**src/design/uwake_defs.vh**
```
// Purpose: constants for the wake-on-edge and baud divider block
// Assumes: 32-bit AXI4-Lite register access, one word per register
// Notes: all offsets are byte addresses
// What this block does
// - 8-bit mode without high speed: baud equals clock over 64(divisor+1)
// - wake mode senses rising edges on receive line
// - wake enable puts receiver idle awaiting wake
// - wake event sets receive pending flag
// - next rising edge clears wake enable by hardware
// - reading receive holding register clears wake condition
// - baud control bit 2 reads as zero
`ifndef UWAKE_DEFS_VH
`define UWAKE_DEFS_VH
// ===================================================
// register offsets
`define UW_OFF_TXSC 8'h00
`define UW_OFF_RXSC 8'h04
`define UW_OFF_BAUDCTL 8'h08
`define UW_OFF_DIVHI 8'h0C
`define UW_OFF_DIVLO 8'h10
`define UW_OFF_HOLD 8'h14
`define UW_OFF_IRQSTAT 8'h18
`define UW_OFF_IRQEN 8'h1C
`define UW_OFF_IRQCLR 8'h20
// ===================================================
// baud control fields
`define UW_BC_OVF 7
`define UW_BC_IDLE 6
`define UW_BC_RXPOL 5
`define UW_BC_TXPOL 4
`define UW_BC_WIDE 3
`define UW_BC_WAKE 1
`define UW_BC_AUTOBAUD 0
`define UW_BC_WMASK 8'h3B
// transmit status control: high speed select
`define UW_TX_HS 2
// ===================================================
// reset values
`define UW_RST_TXSC 8'h02
`define UW_RST_RXSC 8'h00
`define UW_RST_BAUDCTL 8'h40
`define UW_RST_DIV 8'h00
// ===================================================
// timing: 8-bit async mode without high speed prescale is 64 clocks per divisor step
`define UW_PRE_SLOW 7'h3F
`define UW_PRE_FAST 7'h0F
`define UW_PRE_WIDE 7'h03
// interrupt status bits
`define UW_IRQ_WAKE 0
`define UW_IRQ_RX 1
`endif

```
**src/design/uwake_baud_divider.v**
```verilog
// Purpose: baud tick generator from a 16-bit divisor
// Assumes: divisor and mode stable or changed between ticks
// Notes: tick is a one-cycle enable pulse on core_clk
`include "uwake_defs.vh"
module uwake_baud_divider (
  // clock and reset
  input wire core_clk,
  input wire reset,
  // configuration
  input wire [7:0] divisorHigh,
  input wire [7:0] divisorLow,
  input wire wideSelect,
  input wire highSpeed,
  // output
  output reg baudTick
);
  reg [6:0] preCount;
  reg [15:0] divCount;
  wire [6:0] preTop;
  wire [15:0] divTop;
  wire preDone;

  assign preTop = wideSelect ? (highSpeed ? 7'h00 : `UW_PRE_WIDE) :
                  (highSpeed ? `UW_PRE_FAST : `UW_PRE_SLOW);
  // narrow mode uses only the low byte; the high byte has no effect
  assign divTop = wideSelect ? {divisorHigh, divisorLow} : {8'h00, divisorLow};
  assign preDone = (preCount >= preTop);

  // ===================================================
  // two stage count: prescaler then divisor, giving clk/(64(n+1)) in slow narrow mode (16, 4 or 1 per step otherwise)
  always @(posedge core_clk) begin
    if (reset) begin
      preCount <= 7'h00;
      divCount <= 16'h0000;
      baudTick <= 1'b0;
    end else begin
      baudTick <= 1'b0;
      if (preDone) begin
        preCount <= 7'h00;
        if (divCount >= divTop) begin
          divCount <= 16'h0000;
          baudTick <= 1'b1;
        end else begin
          divCount <= divCount + 16'h0001;
        end
      end else begin
        preCount <= preCount + 7'h01;
      end
    end
  end
endmodule

```
**src/design/uwake_top.v**
```verilog
// Purpose: wake-on-edge receive idle logic with baud divider and registers
// Assumes: receive line synchronous to core_clk; AXI4-Lite master
// Notes: no serial shifter here; receive data arrives on a byte port
//
// The register addresses and the AXI4-Lite register port were chosen for this implementation.
`include "uwake_defs.vh"
module uwake_top (
  // clock and reset
  input wire core_clk,
  input wire reset,
  // axi4-lite write address
  input wire [7:0] s_axi_awaddr,
  input wire s_axi_awvalid,
  output wire s_axi_awready,
  // axi4-lite write data
  input wire [31:0] s_axi_wdata,
  input wire [3:0] s_axi_wstrb,
  input wire s_axi_wvalid,
  output wire s_axi_wready,
  // axi4-lite write response
  output reg [1:0] s_axi_bresp,
  output reg s_axi_bvalid,
  input wire s_axi_bready,
  // axi4-lite read address
  input wire [7:0] s_axi_araddr,
  input wire s_axi_arvalid,
  output wire s_axi_arready,
  // axi4-lite read data
  output reg [31:0] s_axi_rdata,
  output reg [1:0] s_axi_rresp,
  output reg s_axi_rvalid,
  input wire s_axi_rready,
  // serial side
  input wire receiveLine,
  input wire [7:0] rxByte,
  input wire rxByteValid,
  input wire rxBusy,
  // outputs
  output reg baudTick,
  output reg irq
);
  reg [7:0] txStatus;
  reg [7:0] rxStatus;
  reg [7:0] baudCtl;
  reg [7:0] divHigh;
  reg [7:0] divLow;
  reg [7:0] holdReg;
  reg receivePending;
  reg wakePending;
  reg [1:0] irqStatus;
  reg [1:0] irqEnable;
  reg lineD;
  reg [1:0] wakeState;
  reg awHeld;
  reg [7:0] awAddr;
  reg wHeld;
  reg [31:0] wData;
  reg [3:0] wStrb;
  wire dividerTick;
  wire lineLevel;
  wire riseEdge;
  wire doWrite;
  wire doRead;
  wire wakeEvent;
  wire wakeDone;
  wire holdRead;
  wire [7:0] wByte;
  wire [7:0] baudView;
  wire regWrite;
  wire hitTxsc;
  wire hitRxsc;
  wire hitBaud;
  wire hitDivHi;
  wire hitDivLo;
  wire hitIrqEn;
  wire hitIrqClr;
  wire clearWake;
  wire clearRx;
  wire writeErr;
  wire [5:0] readIndex;

  localparam WK_OFF = 2'b00;
  localparam WK_ARMED = 2'b01;
  localparam WK_WOKEN = 2'b10;

  // ===================================================
  // register write helper
  function wordHit;
    input [7:0] addr;
    input [7:0] off;
    begin
      wordHit = (addr[7:2] == off[7:2]);
    end
  endfunction

  // ===================================================
  // baud divider
  uwake_baud_divider uwake_baud_divider_inst (
    .core_clk(core_clk),
    .reset(reset),
    .divisorHigh(divHigh),
    .divisorLow(divLow),
    .wideSelect(baudCtl[`UW_BC_WIDE]),
    .highSpeed(txStatus[`UW_TX_HS]),
    .baudTick(dividerTick)
  );

  always @(posedge core_clk) begin
    if (reset) begin
      baudTick <= 1'b0;
    end else begin
      baudTick <= dividerTick;
    end
  end

  // ===================================================
  // receive line edge sensing, polarity applied first
  assign lineLevel = receiveLine ^ baudCtl[`UW_BC_RXPOL];
  assign riseEdge = lineLevel & ~lineD;

  always @(posedge core_clk) begin
    if (reset) begin
      lineD <= 1'b1;
    end else begin
      lineD <= lineLevel;
    end
  end

  // ===================================================
  // axi4-lite slave, one write and one read at a time
  assign s_axi_awready = ~awHeld & ~s_axi_bvalid;
  assign s_axi_wready = ~wHeld & ~s_axi_bvalid;
  assign s_axi_arready = ~s_axi_rvalid;
  assign doWrite = awHeld & wHeld & ~s_axi_bvalid;
  assign doRead = s_axi_arvalid & s_axi_arready;
  assign wByte = wStrb[0] ? wData[7:0] : 8'h00;
  assign holdRead = doRead & wordHit(s_axi_araddr, `UW_OFF_HOLD);

  always @(posedge core_clk) begin
    if (reset) begin
      awHeld <= 1'b0;
      awAddr <= 8'h00;
      wHeld <= 1'b0;
      wData <= 32'h00000000;
      wStrb <= 4'h0;
      s_axi_bvalid <= 1'b0;
      s_axi_bresp <= 2'b00;
    end else begin
      if (s_axi_awvalid & s_axi_awready) begin
        awHeld <= 1'b1;
        awAddr <= s_axi_awaddr;
      end
      if (s_axi_wvalid & s_axi_wready) begin
        wHeld <= 1'b1;
        wData <= s_axi_wdata;
        wStrb <= s_axi_wstrb;
      end
      if (doWrite) begin
        awHeld <= 1'b0;
        wHeld <= 1'b0;
        s_axi_bvalid <= 1'b1;
        s_axi_bresp <= writeErr ? 2'b10 : 2'b00;
      end else if (s_axi_bvalid & s_axi_bready) begin
        s_axi_bvalid <= 1'b0;
      end
    end
  end

  // ===================================================
  // write decode, one hit per register word
  assign regWrite = doWrite & wStrb[0];
  assign hitTxsc = wordHit(awAddr, `UW_OFF_TXSC);
  assign hitRxsc = wordHit(awAddr, `UW_OFF_RXSC);
  assign hitBaud = wordHit(awAddr, `UW_OFF_BAUDCTL);
  assign hitDivHi = wordHit(awAddr, `UW_OFF_DIVHI);
  assign hitDivLo = wordHit(awAddr, `UW_OFF_DIVLO);
  assign hitIrqEn = wordHit(awAddr, `UW_OFF_IRQEN);
  assign hitIrqClr = wordHit(awAddr, `UW_OFF_IRQCLR);
  // writes above offset 0x20 are refused with an error; those at 0x21 to 0x23 still reach the interrupt clear register
  assign writeErr = (awAddr > `UW_OFF_IRQCLR);

  // ===================================================
  // wake sequencer
  // idle on arm, flag on first edge, self-clear on the following edge
  assign wakeEvent = (wakeState == WK_ARMED) & riseEdge;
  assign wakeDone = (wakeState == WK_WOKEN) & riseEdge;

  always @(posedge core_clk) begin
    if (reset) begin
      wakeState <= WK_OFF;
    end else begin
      case (wakeState)
        WK_OFF: begin
          if (baudCtl[`UW_BC_WAKE]) begin
            wakeState <= WK_ARMED;
          end
        end
        WK_ARMED: begin
          if (!baudCtl[`UW_BC_WAKE]) begin
            wakeState <= WK_OFF;
          end else if (riseEdge) begin
            wakeState <= WK_WOKEN;
          end
        end
        WK_WOKEN: begin
          if (riseEdge | ~baudCtl[`UW_BC_WAKE]) begin
            wakeState <= WK_OFF;
          end
        end
        default: begin
          wakeState <= WK_OFF;
        end
      endcase
    end
  end

  // ===================================================
  // control registers
  always @(posedge core_clk) begin
    if (reset) begin
      txStatus <= `UW_RST_TXSC;
      rxStatus <= `UW_RST_RXSC;
      divHigh <= `UW_RST_DIV;
      divLow <= `UW_RST_DIV;
      irqEnable <= 2'b00;
    end else begin
      if (regWrite & hitTxsc) begin
        txStatus <= wByte;
      end
      if (regWrite & hitRxsc) begin
        rxStatus <= wByte;
      end
      if (regWrite & hitDivHi) begin
        divHigh <= wByte;
      end
      if (regWrite & hitDivLo) begin
        divLow <= wByte;
      end
      if (regWrite & hitIrqEn) begin
        irqEnable <= wByte[1:0];
      end
    end
  end

  // ===================================================
  // baud control: idle status follows the receiver, wake bit self-clears
  always @(posedge core_clk) begin
    if (reset) begin
      baudCtl <= `UW_RST_BAUDCTL;
    end else begin
      // idle status tracks the receiver; arming while busy would lose a byte
      baudCtl[`UW_BC_IDLE] <= ~rxBusy;
      if (regWrite & hitBaud) begin
        baudCtl[`UW_BC_OVF] <= wByte[`UW_BC_OVF];
        baudCtl[`UW_BC_RXPOL] <= wByte[`UW_BC_RXPOL];
        baudCtl[`UW_BC_TXPOL] <= wByte[`UW_BC_TXPOL];
        baudCtl[`UW_BC_WIDE] <= wByte[`UW_BC_WIDE];
        baudCtl[`UW_BC_WAKE] <= wakeDone ? 1'b0 : wByte[`UW_BC_WAKE];
        baudCtl[`UW_BC_AUTOBAUD] <= wByte[`UW_BC_AUTOBAUD];
      end else if (wakeDone) begin
        baudCtl[`UW_BC_WAKE] <= 1'b0;
      end
      baudCtl[2] <= 1'b0;
    end
  end

  // ===================================================
  // receive holding register and pending flag
  // a wake yields a zero dummy character for software to drop
  always @(posedge core_clk) begin
    if (reset) begin
      holdReg <= 8'h00;
      receivePending <= 1'b0;
      wakePending <= 1'b0;
    end else begin
      if (wakeEvent) begin
        holdReg <= 8'h00;
      end else if (rxByteValid & (wakeState == WK_OFF)) begin
        holdReg <= rxByte;
      end
      // set wins over the clearing read
      if (wakeEvent | (rxByteValid & (wakeState == WK_OFF))) begin
        receivePending <= 1'b1;
      end else if (holdRead) begin
        receivePending <= 1'b0;
      end
      if (wakeEvent) begin
        wakePending <= 1'b1;
      end else if (holdRead) begin
        wakePending <= 1'b0;
      end
    end
  end

  // ===================================================
  // sticky interrupt status, clear by writing ones; a set in the same cycle wins
  assign clearWake = regWrite & hitIrqClr & wByte[`UW_IRQ_WAKE];
  assign clearRx = regWrite & hitIrqClr & wByte[`UW_IRQ_RX];

  always @(posedge core_clk) begin
    if (reset) begin
      irqStatus <= 2'b00;
      irq <= 1'b0;
    end else begin
      irqStatus[`UW_IRQ_WAKE] <= wakeEvent | (irqStatus[`UW_IRQ_WAKE] & ~clearWake);
      irqStatus[`UW_IRQ_RX] <= receivePending | (irqStatus[`UW_IRQ_RX] & ~clearRx);
      irq <= |(irqStatus & irqEnable);
    end
  end

  // ===================================================
  // read path
  assign baudView = {baudCtl[7:3], 1'b0, baudCtl[1:0]};
  assign readIndex = s_axi_araddr[7:2];

  always @(posedge core_clk) begin
    if (reset) begin
      s_axi_rvalid <= 1'b0;
      s_axi_rdata <= 32'h00000000;
      s_axi_rresp <= 2'b00;
    end else if (doRead) begin
      s_axi_rvalid <= 1'b1;
      s_axi_rresp <= 2'b00;
      case (readIndex)
        6'h00: s_axi_rdata <= {24'h000000, txStatus};
        6'h01: s_axi_rdata <= {24'h000000, rxStatus};
        6'h02: s_axi_rdata <= {24'h000000, baudView};
        6'h03: s_axi_rdata <= {24'h000000, divHigh};
        6'h04: s_axi_rdata <= {24'h000000, divLow};
        6'h05: begin
          // the read that returns this byte also drops the pending flag
          s_axi_rdata <= {24'h000000, holdReg};
        end
        6'h06: s_axi_rdata <= {29'h00000000, wakePending, irqStatus};
        6'h07: s_axi_rdata <= {30'h00000000, irqEnable};
        6'h08: s_axi_rdata <= 32'h00000000;
        default: begin
          s_axi_rdata <= 32'h00000000;
          s_axi_rresp <= 2'b10;
        end
      endcase
    end else if (s_axi_rvalid & s_axi_rready) begin
      s_axi_rvalid <= 1'b0;
    end
  end
endmodule

```
**config.mk**
```make
export PLATFORM = sky130hd
export DESIGN_NAME = uwake_top
export DESIGN_NICKNAME = d
export VERILOG_FILES = /design/src/design/uwake_baud_divider.v /design/src/design/uwake_top.v
export VERILOG_INCLUDE_DIRS = /design/src /design/src/design
export SDC_FILE = /design/constraint.sdc
export NUM_CORES = 1
export LEC_CHECK = 0
export BUFFER_PORTS_ARGS = -buffer_cell sky130_fd_sc_hd__buf_2
export CAP_MARGIN = 5
export CORE_UTILIZATION = 59
export DETAILED_ROUTE_END_ITERATION = 16
export GPL_TIMING_DRIVEN = 0
export PLACE_DENSITY = 0.83
export REMOVE_ABC_BUFFERS = 1
export SLEW_MARGIN = 30
export SYNTH_ARGS = -nofsm -noshare
export SYNTH_HDL_FRONTEND = slang
export SYNTH_HIERARCHICAL = 1
export SYNTH_SLANG_ARGS = --single-unit
```
**constraint.sdc**
```tcl
create_clock -name core_clk -period 6.6 [get_ports core_clk]
set_input_delay 1.32 -clock core_clk [delete_from_list [all_inputs] [get_ports core_clk]]
set_output_delay 1.32 -clock core_clk [all_outputs]
set_load 0.01 [all_outputs]
```
==> impl_results.rst, run 1 <==
.. list-table::
   :header-rows: 1

   * - Metric
     - Value
   * - Top cells by count, synth
     - sky130_fd_sc_hd__dfxtp_1, sky130_fd_sc_hd__nor2_1, sky130_fd_sc_hd__nand2_1
   * - Grt total ovfl
     - 0
   * - Number of DRC markers in iteration 0
     - 215
   * - Count of fill cells added during filler insertion
     - 653
   * - First element of the critical path
     - baudCtl[3]
   * - Top area cells in the synthesized netlist
     - sky130_fd_sc_hd__dfxtp_1, sky130_fd_sc_hd__mux2i_1, sky130_fd_sc_hd__ha_1
   * - Maximum frequency from static timing analysis
     - 352.1 MHz
   * - Worst hold stages
     - 2
   * - Setup Total Neg Slack
     - 0 ns
   * - Mean routed wirelength per cell
     - 15.93 um
   * - Maximum ir drop on the vdd rail
     - 0.1698 mV
   * - Pre-CTS WS
     - 3.403 ns
   * - Xor and xnor fraction of the mapped netlist area
     - 0.01257
   * - Type of the worst min-delay path
     - reg2reg
   * - Crit path capture
     - uwake_baud_divider_inst/divCount[9]
   * - Final WS setup
     - 3.760 ns
   * - CTS tree
     - yes
   * - Maximum clock path buffer count
     - 2
   * - Critical Path Start Type
     - flop
   * - Unrepaired setup endpoints after global routing
     - false
   * - Width of the die
     - 99.21 um
   * - Number of synthesized flops with an enable pin
     - 0
   * - Most numerous cell in the Yosys netlist
     - sky130_fd_sc_hd__dfxtp_1
   * - Clock Root Buffer
     - sky130_fd_sc_hd__clkbuf_8
   * - Routed Wire Length
     - 12.70 mm
   * - Combined global-route utilization of all metal layers
     - 0.2733
   * - DP HPWL
     - 8.363 mm
   * - Post-CTS clock slew at the launch and capture registers of the worst setup and hold paths
     - 0.06 ns
   * - Shortest clock period the worst path allows after layout
     - 2.840 ns
   * - Critical register-to-register path startpoint
     - baudCtl[3]
   * - Initial antenna violation count
     - 0
   * - Relative slew margins
     - 0.3814
   * - Classification of the worst setup path
     - reg2reg
   * - Worst Path Arrival
     - 3.30 ns
   * - Number of clock sinks
     - 113
   * - Data required time of the worst path
     - 7.06 ns
   * - Async set or reset register ratio after synthesis
     - 0
   * - Adder-Cell Fraction of Synth Area
     - 0.05386
   * - Post-detailed-placement cell area
     - 0.005811 mm^2
   * - Dominant register cell in the synthesized netlist
     - sky130_fd_sc_hd__dfxtp_1
   * - Total vias in the final route
     - 4,710
   * - Seq/Total Area, Yosys
     - 0.4057
   * - Syn_area_per_cell
     - 8.978 um^2
   * - Fraction of layout instances using a drive strength above 1
     - 0.1735
   * - Setup fix buffers added after clock tree synthesis
     - 0
   * - Die area
     - 0.009843 mm^2
   * - Number of cells on the worst reg-to-reg path
     - 7
   * - Number of maximum-capacitance violations
     - 0
   * - Hold_buf cts
     - 0
   * - Area of combinational cells with multiple inputs
     - 0.003032 mm^2
   * - Maximum number of pins on one net before global-route repair
     - 84
   * - Die Ht
     - 99.21 um
   * - Remaining routing DRC violations
     - 0
   * - Fraction of post-synthesis cell area in the top cell type by area
     - 0.4057
   * - Remaining number of nets flagged by the antenna check after routing
     - 0
   * - Clock insertion delay at the later pin of the skew report
     - 0.52 ns
   * - I/O Buffers
     - 57
   * - Synth warn
     - 6
   * - Number of instances in the synthesized netlist
     - 621
   * - Main combinational cell family by area after synthesis
     - simple AND/OR/NAND/NOR gates
   * - Total number of placement rows
     - 35
   * - Critical path capture point type
     - flop
   * - Number of failing hold endpoints at the final stage
     - 0
   * - Area of the placeable core
     - 0.009196 mm^2
   * - Vias per inst
     - 5.910
   * - First-pass DRT Iterations
     - 7
   * - Fraction of the mapped netlist area in simple logic gates
     - 0.2224
   * - Setup violators final
     - 0
   * - Mapped cell area
     - 0.005575 mm^2
   * - Count of state elements after synthesis
     - 113
   * - Clock buffers created by TritonCTS
     - 17
   * - Post-synthesis compound-gate area fraction
     - 0.1032
   * - Layout net count
     - 767
   * - Critical path fanouts, max
     - 15
   * - Count of pins over their slew limit
     - 0
   * - Power per cell area
     - 276.0 mW/mm^2
   * - Post-cts repair resize count
     - 0
   * - Worst r2r dst
     - uwake_baud_divider_inst/divCount[9]
   * - FF+latch area
     - 0.002262 mm^2
   * - Routability congestion estimate from global placement
     - 0.8644
   * - Status
     - finished, final reports clean
   * - Mux share of post-synthesis cell area
     - 0.1333
   * - Register-to-register path setup slack
     - 3.76 ns
   * - Period utilisation layout
     - 0.4303
   * - Worst Tran Pin Value
     - 0.9210 ns
   * - Maximum clock skew at final layout
     - 0.009227 ns
   * - Antenna diodes
     - 0
   * - Number of unique standard cell types used by synthesis
     - 57
   * - First-pass GRT wire length
     - 20.96 mm
   * - Leakage
     - 2.743 nW
   * - Cell area after layout
     - 0.006437 mm^2
   * - Signed area change from the synthesized netlist to the final layout
     - 15.46%
   * - Initial Utilization
     - 0.6063
   * - H-Tree Level Count
     - 4
   * - Cell type with the largest total area after synthesis
     - sky130_fd_sc_hd__dfxtp_1
   * - Number of I/O pins
     - 113
   * - Vias in the first global route
     - 4,488
==> metal layers <==
metal	track usage	vias up	share of wire
met5	0	-	0
met4	0.1357	0	0.027
met3	0.06957	31	0.062
met2	0.4642	215	0.48
met1	0.3213	2234	0.43
li1	-	2230	-
==> flip-flops by register name, summed over array words and instances (netlist names), 2 cells and up <==
signal	cells
divHigh	8
wakeState	2
rxStatus	8
irqEnable	2
txStatus	8
holdReg	8
s_axi_rdata	8
awAddr	8
baudCtl	7
divLow	8
wData	8
uwake_baud_divider_inst/preCount	7
uwake_baud_divider_inst/divCount	16
irqStatus	2
==> kinds of logic (layout without fill, tap and decap cells) <==
family | Yosys count | count (layout)
compound gates | 94 | 94
xor+xnor | 8 | 8
fa+ha+maj | 24 | 24
buf+inv | 72 | 112
flops | 113 | 113
mux | 63 | 63
other cells | 1 | 26
simple gates | 246 | 246
==> worst min-delay path by stage <==
stage	start	to	slack [ns]
floorplan	uwake_baud_divider_inst/baudTick	baudTick	0.41
global placement	s_axi_rdata[1]	s_axi_rdata[1]	0.43
detailed placement	s_axi_rdata[0]	s_axi_rdata[0]	0.43
CTS	s_axi_rdata[0]	s_axi_rdata[0]	0.44
global route	s_axi_rdata[0]	s_axi_rdata[0]	0.45
finish	s_axi_rdata[0]	s_axi_rdata[0]	0.43
==> cell usage in the layout (no fill, tap or decap), drive strengths merged, types with 2 or more instances in the layout <==
| cell type | instances |
|---|---|
| dfxtp | 113 |
| or3 | 11 |
| nand2b | 6 |
| o31ai | 2 |
| clkbuf | 20 |
| inv | 23 |
| a2111oi | 2 |
| nand2 | 71 |
| a221oi | 5 |
| nor2b | 5 |
| a211oi | 3 |
| nor3b | 4 |
| a21oi | 49 |
| nor4 | 6 |
| buf | 58 |
| clkinvlp | 4 |
| or2 | 3 |
| mux2i | 54 |
| mux4 | 9 |
| nand3 | 11 |
| bufinv | 4 |
| a22oi | 4 |
| nor3 | 19 |
| nand4 | 10 |
| and2 | 11 |
| ha | 24 |
| xor2 | 2 |
| clkinv | 3 |
| a31oi | 2 |
| o21ai | 18 |
| and3 | 5 |
| xnor2 | 6 |
| nand3b | 2 |
| nor2 | 75 |
| conb | 26 |
| or4 | 3 |
==> where the power goes <==
part           internal (mW)  switching, mW  total [mW]
sequential             0.699         0.0158       0.715
clock                  0.634          0.325       0.959
combinational         0.0378         0.0644       0.102
total                   1.37          0.405        1.78
==> cell type report <==
cell class,count,share of cell area
multi-input combinational,461,0.4709
tap,111,0.02157
inverter,22,0.01283
clock inverter,12,0.02818
timing repair buffer,58,0.04587
clock buffer,20,0.06919
sequential,113,0.3514
==> worst max-delay path: stages (launching register included) <==
cell and delay, ns:
sky130_fd_sc_hd__dfxtp_1 0.65, sky130_fd_sc_hd__nand2_1 0.15, sky130_fd_sc_hd__ha_1 0.34, sky130_fd_sc_hd__nand4_1 0.17, sky130_fd_sc_hd__nor3_1 0.08, sky130_fd_sc_hd__nor4_1 0.48
sky130_fd_sc_hd__a41oi_2 0.51, sky130_fd_sc_hd__o21ba_2 0.40
==> metrics by stage <==
stage,utilization,power (mW),instances,hold WS [ns]
global placement,0.6302,0.8248,764,0.4258
detailed placement,0.6318,0.8294,765,0.4265
CTS,0.7000,1.783,797,0.4350
floorplan,-,0.7859,596,0.4138
finish,0.7000,1.777,797,0.4302
global route,0.7000,1.835,797,0.4545
No activity file was read; power rests on OpenSTA's default activity.
==> run 2, diff against run 1 <==
--- a/config.mk
+++ b/config.mk
@@ -6,12 +6,13 @@
 export SDC_FILE = /design/constraint.sdc
 export NUM_CORES = 1
 export LEC_CHECK = 0
+export ABC_AREA = 1
 export BUFFER_PORTS_ARGS = -buffer_cell sky130_fd_sc_hd__buf_2
 export CAP_MARGIN = 5
-export CORE_UTILIZATION = 59
+export CORE_UTILIZATION = 56
 export DETAILED_ROUTE_END_ITERATION = 16
 export GPL_TIMING_DRIVEN = 0
-export PLACE_DENSITY = 0.83
+export PLACE_DENSITY = 0.79
 export REMOVE_ABC_BUFFERS = 1
 export SLEW_MARGIN = 30
 export SYNTH_ARGS = -nofsm -noshare
==> constraint.sdc (replaced) <==
create_clock -name core_clk -period 3 [get_ports core_clk]
set_input_delay 0.6 -clock core_clk [delete_from_list [all_inputs] [get_ports core_clk]]
set_output_delay 0.6 -clock core_clk [all_outputs]
set_load 0.01 [all_outputs]
==> impl_results.rst, run 2 <==
.. list-table::
   :header-rows: 1

   * - Metric
     - Value
   * - Pre-CTS WS
     - 0.4949 ns
   * - Remaining number of nets flagged by the antenna check after routing
     - 0
   * - Number of maximum-capacitance violations
     - 0
   * - CTS tree
     - yes
   * - Relative slew margins
     - 0.3812
   * - Worst Tran Pin Value
     - 0.9273 ns
   * - Classification of the worst setup path
     - reg2reg
   * - Most numerous cell in the Yosys netlist
     - sky130_fd_sc_hd__nand2_1
   * - Mapped cell area
     - 0.005822 mm^2
   * - Clock buffers created by TritonCTS
     - 17
   * - Signed area change from the synthesized netlist to the final layout
     - 14.92%
   * - Number of flip-flops in the largest register
     - 16
   * - Die Ht
     - 104.0 um
   * - Syn_area_per_cell
     - 6.964 um^2
   * - Cell area after layout
     - 0.006690 mm^2
   * - Mean routed wirelength per cell
     - 13.16 um
   * - Count of pins over their slew limit
     - 0
   * - Critical path capture point type
     - flop
   * - Util after Layout
     - 0.6751
   * - Initial antenna violation count
     - 0
   * - First element of the critical path
     - baudCtl[3]
   * - I/O Buffers
     - 57
   * - Most crowded layer after global routing
     - met2
   * - Total vias in the final route
     - 5,454
   * - Crit path capture
     - uwake_baud_divider_inst/divCount[8]
   * - Antenna diodes
     - 0
   * - Worst Path Arrival
     - 2.80 ns
   * - Register-to-register path setup slack
     - 0.60 ns
   * - Maximum clock skew at final layout
     - 0.007861 ns
   * - Leakage
     - 3.022 nW
   * - Placed Cells
     - 1,003
   * - Vias in the first global route
     - 4,846
   * - Maximum ir drop on the vdd rail
     - 0.4138 mV
   * - Async set or reset register ratio after synthesis
     - 0
   * - Period utilisation layout
     - 0.8006
   * - Critical register-to-register path startpoint
     - baudCtl[3]
   * - Width of the die
     - 104.0 um
   * - Clock insertion delay at the later pin of the skew report
     - 0.52 ns
   * - Area of the placeable core
     - 0.009910 mm^2
   * - Count of fill cells added during filler insertion
     - 863
   * - Maximum frequency from static timing analysis
     - 416.4 MHz
   * - Synth warn
     - 6
   * - Post-detailed-placement cell area
     - 0.006070 mm^2
   * - Maximum number of pins on one net before global-route repair
     - 43
   * - Buffers plus inverters on the worst setup path
     - 3
   * - Critical path fanouts, max
     - 16
   * - Number of synthesized flops with an enable pin
     - 0
   * - Critical path's largest stage delay
     - 0.44 ns
   * - Clock Root Buffer
     - sky130_fd_sc_hd__clkbuf_8
   * - Register ranked first by flip-flop count
     - uwake_baud_divider_inst/divCount
   * - Global routing met1 resource utilization
     - 0.3418
   * - Unrepaired setup endpoints after global routing
     - false
   * - Initial Utilization
     - 0.5875
   * - Vias per inst
     - 5.270
   * - Slowest-stage cell, CP
     - sky130_fd_sc_hd__dfxtp_1
   * - Status
     - finished, final reports clean
   * - Setup violators final
     - 0
   * - Number of failing hold endpoints at the final stage
     - 0
   * - First-pass DRT Iterations
     - 5
   * - Maximum clock path buffer count
     - 2
   * - Shortest clock period the worst path allows after layout
     - 2.402 ns
   * - Remaining routing DRC violations
     - 0
   * - Seq/Total Area, Yosys
     - 0.3886
   * - Combined global-route utilization of all metal layers
     - 0.2573
   * - Critical Path Start Type
     - flop
   * - Die area
     - 0.01081 mm^2
   * - DP HPWL
     - 9.168 mm
   * - Top area cells in the synthesized netlist
     - sky130_fd_sc_hd__dfxtp_1, sky130_fd_sc_hd__nand2_1, sky130_fd_sc_hd__nor2_1
   * - Dominant register cell in the synthesized netlist
     - sky130_fd_sc_hd__dfxtp_1
   * - Critical path's most frequent cell
     - sky130_fd_sc_hd__nand2_4
   * - H-Tree Level Count
     - 4
   * - Number of I/O pins
     - 113
   * - Number of unique standard cell types used by synthesis
     - 42
   * - Grt total ovfl
     - 0
   * - Fraction of post-synthesis cell area in the top cell type by area
     - 0.3886
   * - Layout net count
     - 983
   * - Number of cells on the worst reg-to-reg path
     - 11
   * - Cell chain of the critical path
     - or2_2 > ha_1 > inv_1 > nor3_1 > nand2_1 > nand3_4 > clkinv_2 > nand2_4 > nand2_4 > inv_2 > nor2_1
   * - Fraction of layout instances using a drive strength above 1
     - 0.1330
   * - Setup fix buffers added after clock tree synthesis
     - 0
   * - Hold_buf cts
     - 0
   * - Cell type with the largest total area after synthesis
     - sky130_fd_sc_hd__dfxtp_1
   * - Worst hold stages
     - 2
   * - Post-cts repair resize count
     - 0
   * - Count of state elements after synthesis
     - 113
   * - Worst r2r dst
     - uwake_baud_divider_inst/divCount[8]
   * - Cell depth of the worst setup path
     - 11
   * - Total number of placement rows
     - 36
   * - Number of clock sinks
     - 113
   * - Crit-path leading delay family
     - simple AND/OR/NAND/NOR gates
   * - Number of instances in the synthesized netlist
     - 836
   * - Power per cell area
     - 590.7 mW/mm^2
   * - Data required time of the worst path
     - 3.40 ns
   * - Final Instance Count excl. Fillers
     - 1,035
   * - Leading cell type in the layout, fill and taps excluded
     - sky130_fd_sc_hd__nand2_1
   * - Setup Total Neg Slack
     - 0 ns
   * - Routed Wire Length
     - 13.62 mm
   * - Type of the worst min-delay path
     - in2reg
   * - GRT met2 Usage
     - 0.4114
   * - Number of DRC markers in iteration 0
     - 487
   * - First-pass GRT wire length
     - 22.47 mm
   * - Most frequent cells in the layout
     - sky130_fd_sc_hd__nand2_1, sky130_fd_sc_hd__nor2_1, sky130_fd_sc_hd__dfxtp_1, sky130_fd_sc_hd__inv_1, sky130_fd_sc_hd__a21oi_1
   * - Routability congestion estimate from global placement
     - 0.8470
   * - Global-route met3 utilization
     - 0.05514
   * - Top cells by count, synth
     - sky130_fd_sc_hd__nand2_1, sky130_fd_sc_hd__nor2_1, sky130_fd_sc_hd__dfxtp_1
   * - Final WS setup
     - 0.5982 ns
   * - Post-CTS clock slew at the launch and capture registers of the worst setup and hold paths
     - 0.06 ns
run 2: cell type report:
cell class	instances	area (um^2)	area share
multi-input combinational	611	3020	0.4515
sequential	113	2262	0.3381
clock buffer	17	414.1	0.06190
inverter	89	335.3	0.05012
timing repair buffer	57	285.3	0.04264
clock inverter	15	206.4	0.03086
tap	133	166.4	0.02487
run 2: kinds of logic after synthesis:
logic type               synth area share
other                           0.0006441
AND/OR/NAND/NOR                    0.3230
adder cells (fa/ha/maj)           0.05158
buffers and inverters              0.1096
XOR/XNOR                          0.01805
AO/OA/AOI/OAI                      0.1085
flip-flops                         0.3886
run 2: worst min-delay path by stage:
| stage | start | endpoint | slack [ns] |
|---|---|---|---|
| after floorplan | uwake_baud_divider_inst/baudTick | baudTick | 0.39 |
| after global placement | uwake_baud_divider_inst/baudTick | baudTick | 0.39 |
| after detailed placement | uwake_baud_divider_inst/baudTick | baudTick | 0.40 |
| after CTS | rxBusy | baudCtl[6] | 0.26 |
| after global routing | rxBusy | baudCtl[6] | 0.26 |
| final | rxBusy | baudCtl[6] | 0.26 |
run 2: per-layer routing:
layer	part of all wire	wire, um	vias to the layer above
met5	0	0	-
met4	0.023	308	0
met3	0.076	1042	35
met2	0.46	6204	237
met1	0.45	6066	2427
li1	-	-	2755
run 2: power breakdown:
group	total [mW]	switching [mW]	internal (mW)	leakage, nW
clock network	2.12	0.758	1.36	0.299
registers	1.58	0.0363	1.54	0.919
logic	0.255	0.178	0.0763	1.80
total	3.95	0.973	2.98	3.02
run 2: worst reg2reg max path: cells and delay by family (launching register included):
kind | cells | cell delay (ns)
simple gates | 7 | 1.14
flops | 1 | 0.44
buf+inv | 3 | 0.38
fa+ha+maj | 1 | 0.33
run 2: per-stage QoR:
stage / power, mW / hold WS [ns]
after floorplan: 1.770 / 0.3883
after global placement: 1.859 / 0.3896
after detailed placement: 1.865 / 0.3976
after CTS: 3.964 / 0.2570
after global routing: 4.081 / 0.2578
final: 3.952 / 0.2629
